==> config.mk <==
export PLATFORM = sky130hd
export DESIGN_NAME = sdsq_top
export DESIGN_NICKNAME = d
export VERILOG_FILES = /design/src/sdsq_pkg.sv /design/src/sdsq_top.sv
export VERILOG_INCLUDE_DIRS = /design/src /design/src/src
export SDC_FILE = /design/constraint.sdc
export NUM_CORES = 1
export LEC_CHECK = 0
export ABC_AREA = 1
export ABC_CLOCK_PERIOD_IN_PS = 16900
export BUFFER_PORTS_ARGS = -buffer_cell sky130_fd_sc_hd__buf_2
export CORE_MARGIN = 2
export CORE_UTILIZATION = 23
export DETAILED_ROUTE_END_ITERATION = 8
export PLACE_DENSITY = 0.35
export SLEW_MARGIN = 30
export SYNTH_ARGS = -nofsm -noshare
export SYNTH_HDL_FRONTEND = slang
export SYNTH_SLANG_ARGS = --single-unit
==> constraint.sdc <==
create_clock -name mclk -period 16.9 [get_ports mclk]
set_clock_uncertainty 0.2 [all_clocks]
set_input_delay 1.69 -clock mclk [delete_from_list [all_inputs] [get_ports mclk]]
set_output_delay 1.69 -clock mclk [all_outputs]
set_load 0.005 [all_outputs]
==> src/sdsq_map.svh <==
// Purpose: constants of the serial display settings and query block
// Assumes: 50 MHz mclk, 8-bit serial bytes
// Notes: codes of commands handled here, indices, defaults and timing
`ifndef SDSQ_MAP_SVH
`define SDSQ_MAP_SVH
`define SDSQ_PREFIX 8'h7C
`define SDSQ_CMD_QUERY 8'h21
`define SDSQ_CMD_SET 8'h22
`define SDSQ_CMD_REVERSE 8'h12
`define SDSQ_CMD_RESET 8'h08
`define SDSQ_CHR_LF 8'h0A
`define SDSQ_CHR_CR 8'h0D
`define SDSQ_CHR_XON 8'h11
`define SDSQ_CHR_XOFF 8'h13
`define SDSQ_ERR_BYTE 8'hFF
`define SDSQ_IDX_MARKER 8'h00
`define SDSQ_IDX_BAUD 8'h01
`define SDSQ_IDX_BACKLIGHT 8'h02
`define SDSQ_IDX_SPLASH 8'h03
`define SDSQ_IDX_INVERT 8'h04
`define SDSQ_IDX_RESERVED 8'h05
`define SDSQ_IDX_LINE_END 8'h06
`define SDSQ_IDX_RESUME 8'h07
`define SDSQ_IDX_STOP 8'h08
`define SDSQ_IDX_SCROLL 8'h09
`define SDSQ_IDX_LARGE 8'h0A
`define SDSQ_IDX_FW_MAJOR 8'h20
`define SDSQ_IDX_FW_MINOR 8'h21
`define SDSQ_IDX_SPR_BYTES 8'h22
`define SDSQ_IDX_WIDTH 8'h40
`define SDSQ_IDX_HEIGHT 8'h41
`define SDSQ_IDX_SPR0_H 8'h81
`define SDSQ_NUM_SETTINGS 11
`define SDSQ_DEF_MARKER 8'h5A
`define SDSQ_DEF_BAUD 8'h06
`define SDSQ_DEF_BACKLIGHT 8'h64
`define SDSQ_DEF_RESUME 8'h08
`define SDSQ_DEF_STOP 8'h18
`define SDSQ_DEF_ZERO 8'h00
`define SDSQ_CLK_MHZ 50
`define SDSQ_WDOG_TIME_US 16000
`endif

==> src/sdsq_pkg.sv <==
// Purpose: types of the serial display settings and query block
// Assumes: constants come from sdsq_map.svh
// Notes: interpreter states are gray coded along text-code-index-value
package sdsq_pkg;
	typedef enum logic [2:0] {
		ST_TEXT = 3'h0,
		ST_CODE = 3'h1,
		ST_IDX = 3'h3,
		ST_VAL = 3'h2,
		ST_WDOG = 3'h6
	} sdsq_state_t;
	typedef logic [7:0] sdsq_byte_t;
endpackage

==> src/sdsq_top.sv <==
// Purpose: settings table, query, flow control and reset of a serial display
// Assumes: received bytes arrive synchronous to mclk from a uart receiver
// Notes: drawing commands are forwarded to other blocks byte by byte
// Operation
// - indices 0-4: marker, baud, backlight, splash, invert
// - index five reserved, no behaviour
// - firmware and geometry indices read only
// - sprite size and sprite zero height read only
// - query answered by exactly one byte
// - set stores byte unchecked
// - stored invert flag inverts screen only at watchdog reset
// - line end mode picks line feed motion
// - line end mode defaults to zero
// - no scroll: wrap cursor to top
// - scroll: shift up, clear bottom line
// - stop and resume fill positions drive XOFF/XON
// - still backlogged: XOFF again on next byte
// - reset drops sprites, restores transient states
// - pending argument bytes finish before reset
// - reset by watchdog expiry, keeps settings unlike power-on
// - commands start with prefix byte 7C
`include "sdsq_map.svh"
`timescale 1ns/1ps
`default_nettype none

module sdsq_fifo #(
	parameter int W = 8,
	parameter int DEPTH = 32
) (
	input wire logic mclk,
	input wire logic reset,
	input wire logic flush,
	input wire logic in_valid,
	output logic in_ready,
	input wire logic [W-1:0] in_data,
	output logic out_valid,
	input wire logic out_ready,
	output logic [W-1:0] out_data,
	output logic [$clog2(DEPTH+1)-1:0] count
);
	localparam int AW = $clog2(DEPTH);
	logic [W-1:0] mem [DEPTH];
	logic [AW-1:0] wp_r, rp_r;
	logic [$clog2(DEPTH+1)-1:0] cnt_r;
	wire push = in_valid && in_ready;
	wire pop = out_valid && out_ready;
	assign in_ready = (cnt_r != DEPTH[$clog2(DEPTH+1)-1:0]);
	assign out_valid = (cnt_r != '0);
	assign out_data = mem[rp_r];
	assign count = cnt_r;
	always_ff @(posedge mclk) begin
		if (push)
			mem[wp_r] <= in_data;
	end
	always_ff @(posedge mclk or posedge reset) begin
		if (reset) begin
			wp_r <= '0;
			rp_r <= '0;
			cnt_r <= '0;
		end else if (flush) begin
			wp_r <= '0;
			rp_r <= '0;
			cnt_r <= '0;
		end else begin
			wp_r <= push ? AW'(wp_r + 1'b1) : wp_r;
			rp_r <= pop ? AW'(rp_r + 1'b1) : rp_r;
			cnt_r <= cnt_r + {{($clog2(DEPTH+1)-1){1'b0}}, push} - {{($clog2(DEPTH+1)-1){1'b0}}, pop};
		end
	end
endmodule // sdsq_fifo

module sdsq_top import sdsq_pkg::*; #(
	parameter int FIFO_DEPTH = 32,
	parameter int COLS = 21,
	parameter int ROWS = 8,
	parameter int WDOG_CYCLES = `SDSQ_WDOG_TIME_US * `SDSQ_CLK_MHZ,
	parameter logic [7:0] FW_MAJOR = 8'h01, // arbitrary value
	parameter logic [7:0] FW_MINOR = 8'h00, // arbitrary value
	parameter logic [7:0] SPR_BYTES = 8'h80,
	parameter logic [7:0] WIDTH_PX = 8'h80,
	parameter logic [7:0] HEIGHT_PX = 8'h40,
	parameter logic [7:0] SPR0_HEIGHT = 8'h08
) (
	input wire logic mclk,
	input wire logic reset,
	input wire logic rx_valid,
	output logic rx_ready,
	input wire logic [7:0] rx_data,
	output logic tx_valid,
	input wire logic tx_ready,
	output logic [7:0] tx_data,
	input wire logic args_pending,
	output logic fwd_valid,
	output logic [7:0] fwd_data,
	output logic fwd_is_code,
	output logic invert_active,
	output logic sprite_clear,
	output logic scroll_up,
	output logic query_error,
	output logic [7:0] cursor_col,
	output logic [7:0] cursor_row,
	output logic [7:0] baud_sel,
	output logic [7:0] backlight,
	output logic [7:0] large_screen
);
	localparam int CW = $clog2(FIFO_DEPTH+1);
	sdsq_state_t st_r, st_nxt;
	sdsq_byte_t table_r [`SDSQ_NUM_SETTINGS];
	sdsq_byte_t idx_r;
	logic [CW-1:0] cnt;
	logic [$clog2(WDOG_CYCLES+1)-1:0] wdog_r;
	logic f_valid, f_ready, push, stop_r, xoff_pend_r, xon_pend_r, rep_pend_r, tx_load;
	sdsq_byte_t f_data, rep_data_r;

	// lookup of every queryable index, bit 8 flags a defined index
	function automatic logic [8:0] lookup(input sdsq_byte_t idx);
		if (idx < 8'(`SDSQ_NUM_SETTINGS) && idx != `SDSQ_IDX_RESERVED)
			return {1'b1, table_r[idx[3:0]]};
		else if (idx == `SDSQ_IDX_FW_MAJOR)
			return {1'b1, FW_MAJOR};
		else if (idx == `SDSQ_IDX_FW_MINOR)
			return {1'b1, FW_MINOR};
		else if (idx == `SDSQ_IDX_SPR_BYTES)
			return {1'b1, SPR_BYTES};
		else if (idx == `SDSQ_IDX_WIDTH)
			return {1'b1, WIDTH_PX};
		else if (idx == `SDSQ_IDX_HEIGHT)
			return {1'b1, HEIGHT_PX};
		else if (idx == `SDSQ_IDX_SPR0_H)
			return {1'b1, SPR0_HEIGHT};
		return {1'b0, `SDSQ_ERR_BYTE};
	endfunction

	wire wdog_done = (st_r == ST_WDOG) && (wdog_r == '0);
	assign push = rx_valid && rx_ready;
	sdsq_fifo #(.W(8), .DEPTH(FIFO_DEPTH)) u_fifo (
		.mclk(mclk),
		.reset(reset),
		.flush(wdog_done),
		.in_valid(rx_valid),
		.in_ready(rx_ready),
		.in_data(rx_data),
		.out_valid(f_valid),
		.out_ready(f_ready),
		.out_data(f_data),
		.count(cnt)
	);

	// one byte at a time, in arrival order; reply back-pressures the queue
	assign f_ready = (st_r != ST_WDOG) && !rep_pend_r;
	wire pop = f_valid && f_ready;
	// bytes owed to a variable-length command go out before any parsing
	wire pass = pop && args_pending;
	wire parse = pop && !args_pending;
	wire is_prefix = (f_data == `SDSQ_PREFIX);
	wire text_byte = parse && (st_r == ST_TEXT) && !is_prefix;
	wire code_byte = parse && (st_r == ST_CODE);
	wire is_query = code_byte && (f_data == `SDSQ_CMD_QUERY);
	wire is_set = code_byte && (f_data == `SDSQ_CMD_SET);
	wire is_rev = code_byte && (f_data == `SDSQ_CMD_REVERSE);
	wire is_rst = code_byte && (f_data == `SDSQ_CMD_RESET);
	wire is_other = code_byte && !is_query && !is_set && !is_rev && !is_rst;
	wire idx_byte = parse && (st_r == ST_IDX);
	wire val_byte = parse && (st_r == ST_VAL);
	wire [8:0] look = lookup(f_data);
	wire q_done = idx_byte && (idx_r == `SDSQ_CMD_QUERY);
	wire s_take = idx_byte && (idx_r == `SDSQ_CMD_SET);

	always_comb begin
		st_nxt = st_r;
		case (st_r)
			ST_TEXT: begin
				if (parse && is_prefix)
					st_nxt = ST_CODE;
			end
			ST_CODE: begin
				if (is_query || is_set)
					st_nxt = ST_IDX;
				else if (is_rst)
					st_nxt = ST_WDOG;
				else if (parse)
					st_nxt = ST_TEXT;
			end
			ST_IDX: begin
				if (s_take)
					st_nxt = ST_VAL;
				else if (parse)
					st_nxt = ST_TEXT;
			end
			ST_VAL: begin
				if (parse)
					st_nxt = ST_TEXT;
			end
			ST_WDOG: begin
				if (wdog_done)
					st_nxt = ST_TEXT;
			end
			default: st_nxt = ST_TEXT;
		endcase
	end

	// idx_r holds the command code in ST_IDX and the index in ST_VAL
	always_ff @(posedge mclk or posedge reset) begin
		if (reset) begin
			st_r <= ST_TEXT;
			idx_r <= 8'h00;
			wdog_r <= '0;
		end else begin
			st_r <= st_nxt;
			idx_r <= (code_byte || idx_byte) ? f_data : idx_r;
			wdog_r <= is_rst ? ($clog2(WDOG_CYCLES+1))'(WDOG_CYCLES - 1) :
				(wdog_r != '0 ? wdog_r - 1'b1 : wdog_r);
		end
	end

	// settings survive the watchdog reset, only power-on loads defaults
	always_ff @(posedge mclk or posedge reset) begin
		if (reset) begin
			table_r[0] <= `SDSQ_DEF_MARKER;
			table_r[1] <= `SDSQ_DEF_BAUD;
			table_r[2] <= `SDSQ_DEF_BACKLIGHT;
			table_r[3] <= `SDSQ_DEF_ZERO;
			table_r[4] <= `SDSQ_DEF_ZERO;
			table_r[5] <= `SDSQ_DEF_ZERO;
			table_r[6] <= `SDSQ_DEF_ZERO;
			table_r[7] <= `SDSQ_DEF_RESUME;
			table_r[8] <= `SDSQ_DEF_STOP;
			table_r[9] <= `SDSQ_DEF_ZERO;
			table_r[10] <= `SDSQ_DEF_ZERO;
		end else if (val_byte && idx_r < 8'(`SDSQ_NUM_SETTINGS)) begin
			table_r[idx_r[3:0]] <= f_data; // no range
		end
	end
	assign baud_sel = table_r[1];
	assign backlight = table_r[2];
	assign large_screen = table_r[10];

	// query reply, error byte for undefined index
	always_ff @(posedge mclk or posedge reset) begin
		if (reset) begin
			rep_pend_r <= 1'b0;
			rep_data_r <= 8'h00;
			query_error <= 1'b0;
		end else begin
			rep_pend_r <= q_done | (rep_pend_r & ~(tx_load && !xoff_pend_r && !xon_pend_r));
			rep_data_r <= q_done ? look[7:0] : rep_data_r;
			query_error <= q_done && !look[8];
		end
	end

	// flow control from fill level against the stored positions
	wire over_stop = cnt >= CW'(table_r[8]);
	wire under_resume = cnt <= CW'(table_r[7]);
	wire xoff_set = (!stop_r && over_stop) || (stop_r && push && !under_resume);
	wire xon_set = stop_r && under_resume && !xoff_set;
	assign tx_load = !tx_valid || tx_ready;
	always_ff @(posedge mclk or posedge reset) begin
		if (reset) begin
			stop_r <= 1'b0;
			xoff_pend_r <= 1'b0;
			xon_pend_r <= 1'b0;
		end else if (wdog_done) begin
			stop_r <= 1'b0;
			xoff_pend_r <= 1'b0;
			xon_pend_r <= 1'b0;
		end else begin
			stop_r <= xoff_set ? 1'b1 : (xon_set ? 1'b0 : stop_r);
			xoff_pend_r <= xoff_set | (xoff_pend_r & ~tx_load);
			xon_pend_r <= xon_set | (xon_pend_r & ~(tx_load && !xoff_pend_r));
		end
	end

	// flow bytes overtake a waiting reply so the host stalls promptly
	always_ff @(posedge mclk or posedge reset) begin
		if (reset) begin
			tx_valid <= 1'b0;
			tx_data <= 8'h00;
		end else if (tx_load) begin
			tx_valid <= xoff_pend_r || xon_pend_r || rep_pend_r;
			tx_data <= xoff_pend_r ? `SDSQ_CHR_XOFF : (xon_pend_r ? `SDSQ_CHR_XON : rep_data_r);
		end
	end

	// text cursor; line feed motion follows the line end mode
	wire lf_home = (table_r[6] == 8'h00);
	wire is_lf = text_byte && (f_data == `SDSQ_CHR_LF);
	wire is_cr = text_byte && (f_data == `SDSQ_CHR_CR);
	wire wrap = text_byte && !is_lf && !is_cr && (cursor_col == 8'(COLS - 1));
	wire adv_row = is_lf || wrap;
	wire last_row = (cursor_row == 8'(ROWS - 1));
	wire scroll_on = (table_r[9] != 8'h00);
	always_ff @(posedge mclk or posedge reset) begin
		if (reset) begin
			cursor_col <= 8'h00;
			cursor_row <= 8'h00;
			scroll_up <= 1'b0;
		end else if (wdog_done) begin
			cursor_col <= 8'h00;
			cursor_row <= 8'h00;
			scroll_up <= 1'b0;
		end else begin
			if (is_cr || wrap || (is_lf && lf_home))
				cursor_col <= 8'h00;
			else if (text_byte && !is_lf)
				cursor_col <= cursor_col + 8'h01;
			if (adv_row && !last_row)
				cursor_row <= cursor_row + 8'h01;
			else if (adv_row && !scroll_on)
				cursor_row <= 8'h00;
			scroll_up <= adv_row && last_row && scroll_on;
		end
	end

	// forward path for drawing blocks; reverse acts on screen only
	always_ff @(posedge mclk or posedge reset) begin
		if (reset) begin
			fwd_valid <= 1'b0;
			fwd_data <= 8'h00;
			fwd_is_code <= 1'b0;
			invert_active <= 1'b0;
			sprite_clear <= 1'b0;
		end else begin
			fwd_valid <= pass || is_other || (text_byte && !is_lf && !is_cr);
			fwd_data <= (pass || parse) ? f_data : fwd_data;
			fwd_is_code <= is_other;
			if (wdog_done)
				invert_active <= (table_r[4] != 8'h00);
			else if (is_rev)
				invert_active <= 1'b1;
			else if (val_byte && idx_r == `SDSQ_CMD_REVERSE)
				invert_active <= 1'b0;
			sprite_clear <= wdog_done;
		end
	end
endmodule // sdsq_top

`default_nettype wire

==> flow_metrics.tcl <==
set metrics [dict create \
    relSlewSlack_pct 37.4 \
    syn2layout_area_growth_pct 14.5 \
    grt-ovfl-total 0 \
    cts_tree "done" \
    placed_area_sq_um 21700 \
    die_h_microns 302 \
    ys_seq_area_share_pct 60.7 \
    drtIter0Drc 859 \
    slew_violations 0 \
    dr.pass1.iters 5 \
    grt_max_degree 75 \
    synth.cell_area_sq_um 20400 \
    synthArstFlopShare_pct 42.1 \
    cp_data_arrival_time_ps 5820 \
    power_frac_comb_pct 9.4 \
    p_seq_share_pct 48.0 \
    cts_resized 0 \
    wl_per_cell_microns 18.9 \
    cts_made_buffers 52 \
    yosys-top-cells-count "nand2_1, edfxtp_1, nor2_1" \
    grt_setup_unrepaired "false" \
    dp_hpwl_microns 41600 \
    die-area_sq_um 90900 \
    ctsHoldBuffers 0 \
    r2r_slack_ps 11410 \
    min_from "tx_data[1]" \
    coreArea_sq_um 88100 \
    path_max_fanout 65 \
    r2r-start "u_fifo.rp_r[0]" \
    synth-seq-cells 442 \
    diodes 0 \
    die_width_microns 302 \
    crit_required_ps 17240 \
    p_switching_mw 0.673 \
    irDropWorstVdd_mv 0.0774 \
    clk_latency_ps 610 \
    port_buffers 76 \
    clk_pin_slew_ps 60 \
    netlist_instances 2148 \
    r2r_end "cursor_col[1]" \
    maxCapViolations 0 \
    viasPerCell 4.35 \
    max_freq_mhz 182 \
    cp-end-kind "register" \
    grt_antenna_before_repair 0 \
    status "finished, final reports clean" \
    drc 0 \
    clock_sinks 442 \
    yosys_warnings 0 \
    reg2reg_depth 18 \
    critPathLaunchType "register" \
    synthDominantCellAreaShare_pct 37.8 \
    pwr_density_cell_nw_per_um2 111 \
    fp-row-count 109 \
    power.leakage_nw 9.57 \
    synthesis.nets 2192 \
    yosys.cell_types.count 48 \
    place_ws_ps 11260 \
    synth_area_leaders "edfxtp_1, dfrtp_1, nand2_1" \
    yosysTopAreaCell "edfxtp_1" \
    cts-root-buf "clkbuf_16" \
    ys.flop_type "edfxtp_1" \
    period_minus_slack_ps 5490 \
    worst_pin_slew_ps 936 \
    clockPowerShare_pct 42.5 \
    fin_nets 2223 \
    worstHoldEndpoint "tx_data[1]" \
    min_path_type "register to register" \
    vias 14700 \
    gp_congestion 0.772 \
    fin_crit_sh_pct 32.5 \
    nFillCells 9541 \
    design_area_sq_um 23300 \
    grt_pass1_wl_microns 96600 \
    setup_viol 0 \
    track_usage_pct 14.0 \
    wirelength_microns 63800 \
    h-tree-depth 2 \
    critPathKind "register to register" \
    drive_gt1_share_pct 10.4 \
    io_pins 77 \
    crit_path_start "u_fifo.rp_r[0]" \
    grt_pass1_vias 14800 \
    synth-edff-count 256 \
    hold_violations 0 \
    p_int_mw 1.92 \
    swShare_pct 26.0 \
    worst_slack_ps 11410 \
    ant_nets 0 \
    cts_setup_buffers 0 \
    final.setup.tns_ps 0 \
    synth_area_per_cell_sq_um 9.48 \
    synth.most_common_cell "nand2_1" \
    min_path_cells 1 \
    clock_path_buffers 3 \
    start_util_pct 23.1 \
]
[worst max path at each step]
stage	end	slack (ps)	cells after the start
6_report	cursor_col[1]	11410	18
5_1_grt	cursor_col[7]	10860	18
4_1_cts	cursor_col[1]	11230	18
3_5_place_dp	cursor_col[1]	11260	18
3_3_place_gp	cursor_col[6]	11290	18
2_1_floorplan	backlight[0]	9970	1
[cells by family after synthesis]
logic type	share of synthesized area [%]
simple gates	23.6
flops	60.7
fa+ha+maj	1.94
xor+xnor	1.03
buf+inv	6.47
compound gates	6.29
[layer usage]
layer	GRT usage, %	wire (microns)
met3	1.86	2140
met1	19.1	30200
met4	3.05	1150
met2	23.7	30300
met5	0	0
[final cells by class]
class / instances / area [sq um] / area share [%]
sequential: 442 / 12400 / 53.0
multi-input combinational: 1418 / 6700 / 28.8
tap: 1165 / 1460 / 6.25
clock buffer: 78 / 1450 / 6.22
inverter: 181 / 688 / 2.95
timing repair buffer: 84 / 460 / 1.98
clock inverter: 17 / 190 / 0.816
[per-stage QoR]
| step | hold WS, ps | total power [mW] | instances | utilization [%] |
|---|---|---|---|---|
| after floorplan | 231 | 1.41 | 2148 | - |
| after global placement | 262 | 1.51 | 3289 | 24.5 |
| after detailed placement | 274 | 1.51 | 3290 | 24.6 |
| after CTS | 289 | 2.64 | 3385 | 26.5 |
| after global routing | 305 | 2.72 | 3385 | 26.5 |
| final | 283 | 2.59 | 3385 | 26.5 |
[flip-flops by register name, summed over array words and instances, names as in the netlist, 6 cells and up]
name	count
idx_r	8
tx_data	8
baud_sel	8
cursor_row	8
fwd_data	8
large_screen	8
cursor_col	8
u_fifo.mem	256
table_r	64
wdog_r	20
backlight	8
rep_data_r	8
u_fifo.count	6
[worst max-delay path, cell delays in order (launching register included)]
cell and delay (ps):
dfrtp_4 950, clkinv_2 640, buf_4 490, buf_4 380, nand2_1 130, nand2_1 50, nand2_1 50, a21oi_1 100
nor2_1 140, nand2_1 100, nand2_4 300, inv_2 130, nor2_4 550, nand3_1 350, nand4_2 260, nand3_2 170
nor2_2 180, nand2_1 70, nand2_1 60
[power by group through the flow]
stage,clock network (mW),logic [mW],registers (mW)
3_3_place_gp,0,0.242,1.27
6_report,1.10,0.245,1.24
5_1_grt,1.18,0.281,1.25
4_1_cts,1.14,0.249,1.25
3_5_place_dp,0,0.247,1.27
2_1_floorplan,0,0.163,1.25
[layout by cell type (no fill, tap or decap), types with 3 or more instances in the layout]
cell and n:
dfstp_2 12, inv_2 14, nand3_1 166, xor2_1 16
a21oi_1 36, ha_1 30, bufinv_16 3, a22o_1 3
inv_1 163, dfrtp_1 172, a31oi_1 3, nand2_4 4
clkbuf_1 21, o21a_1 8, o21ai_1 7, clkbuf_16 52
nor2_4 8, clkinv_1 6, edfxtp_1 256, clkinv_2 6
nand2_1 656, xnor2_1 8, nor2_2 15, nand4_1 29
buf_4 7, nor2_1 194, nor3_1 19, o211ai_1 15
a22oi_1 7, buf_2 76, o21ai_0 150, nor4_1 13
nand2_2 10, clkbuf_8 5
(Power assumes the default switching activity.)
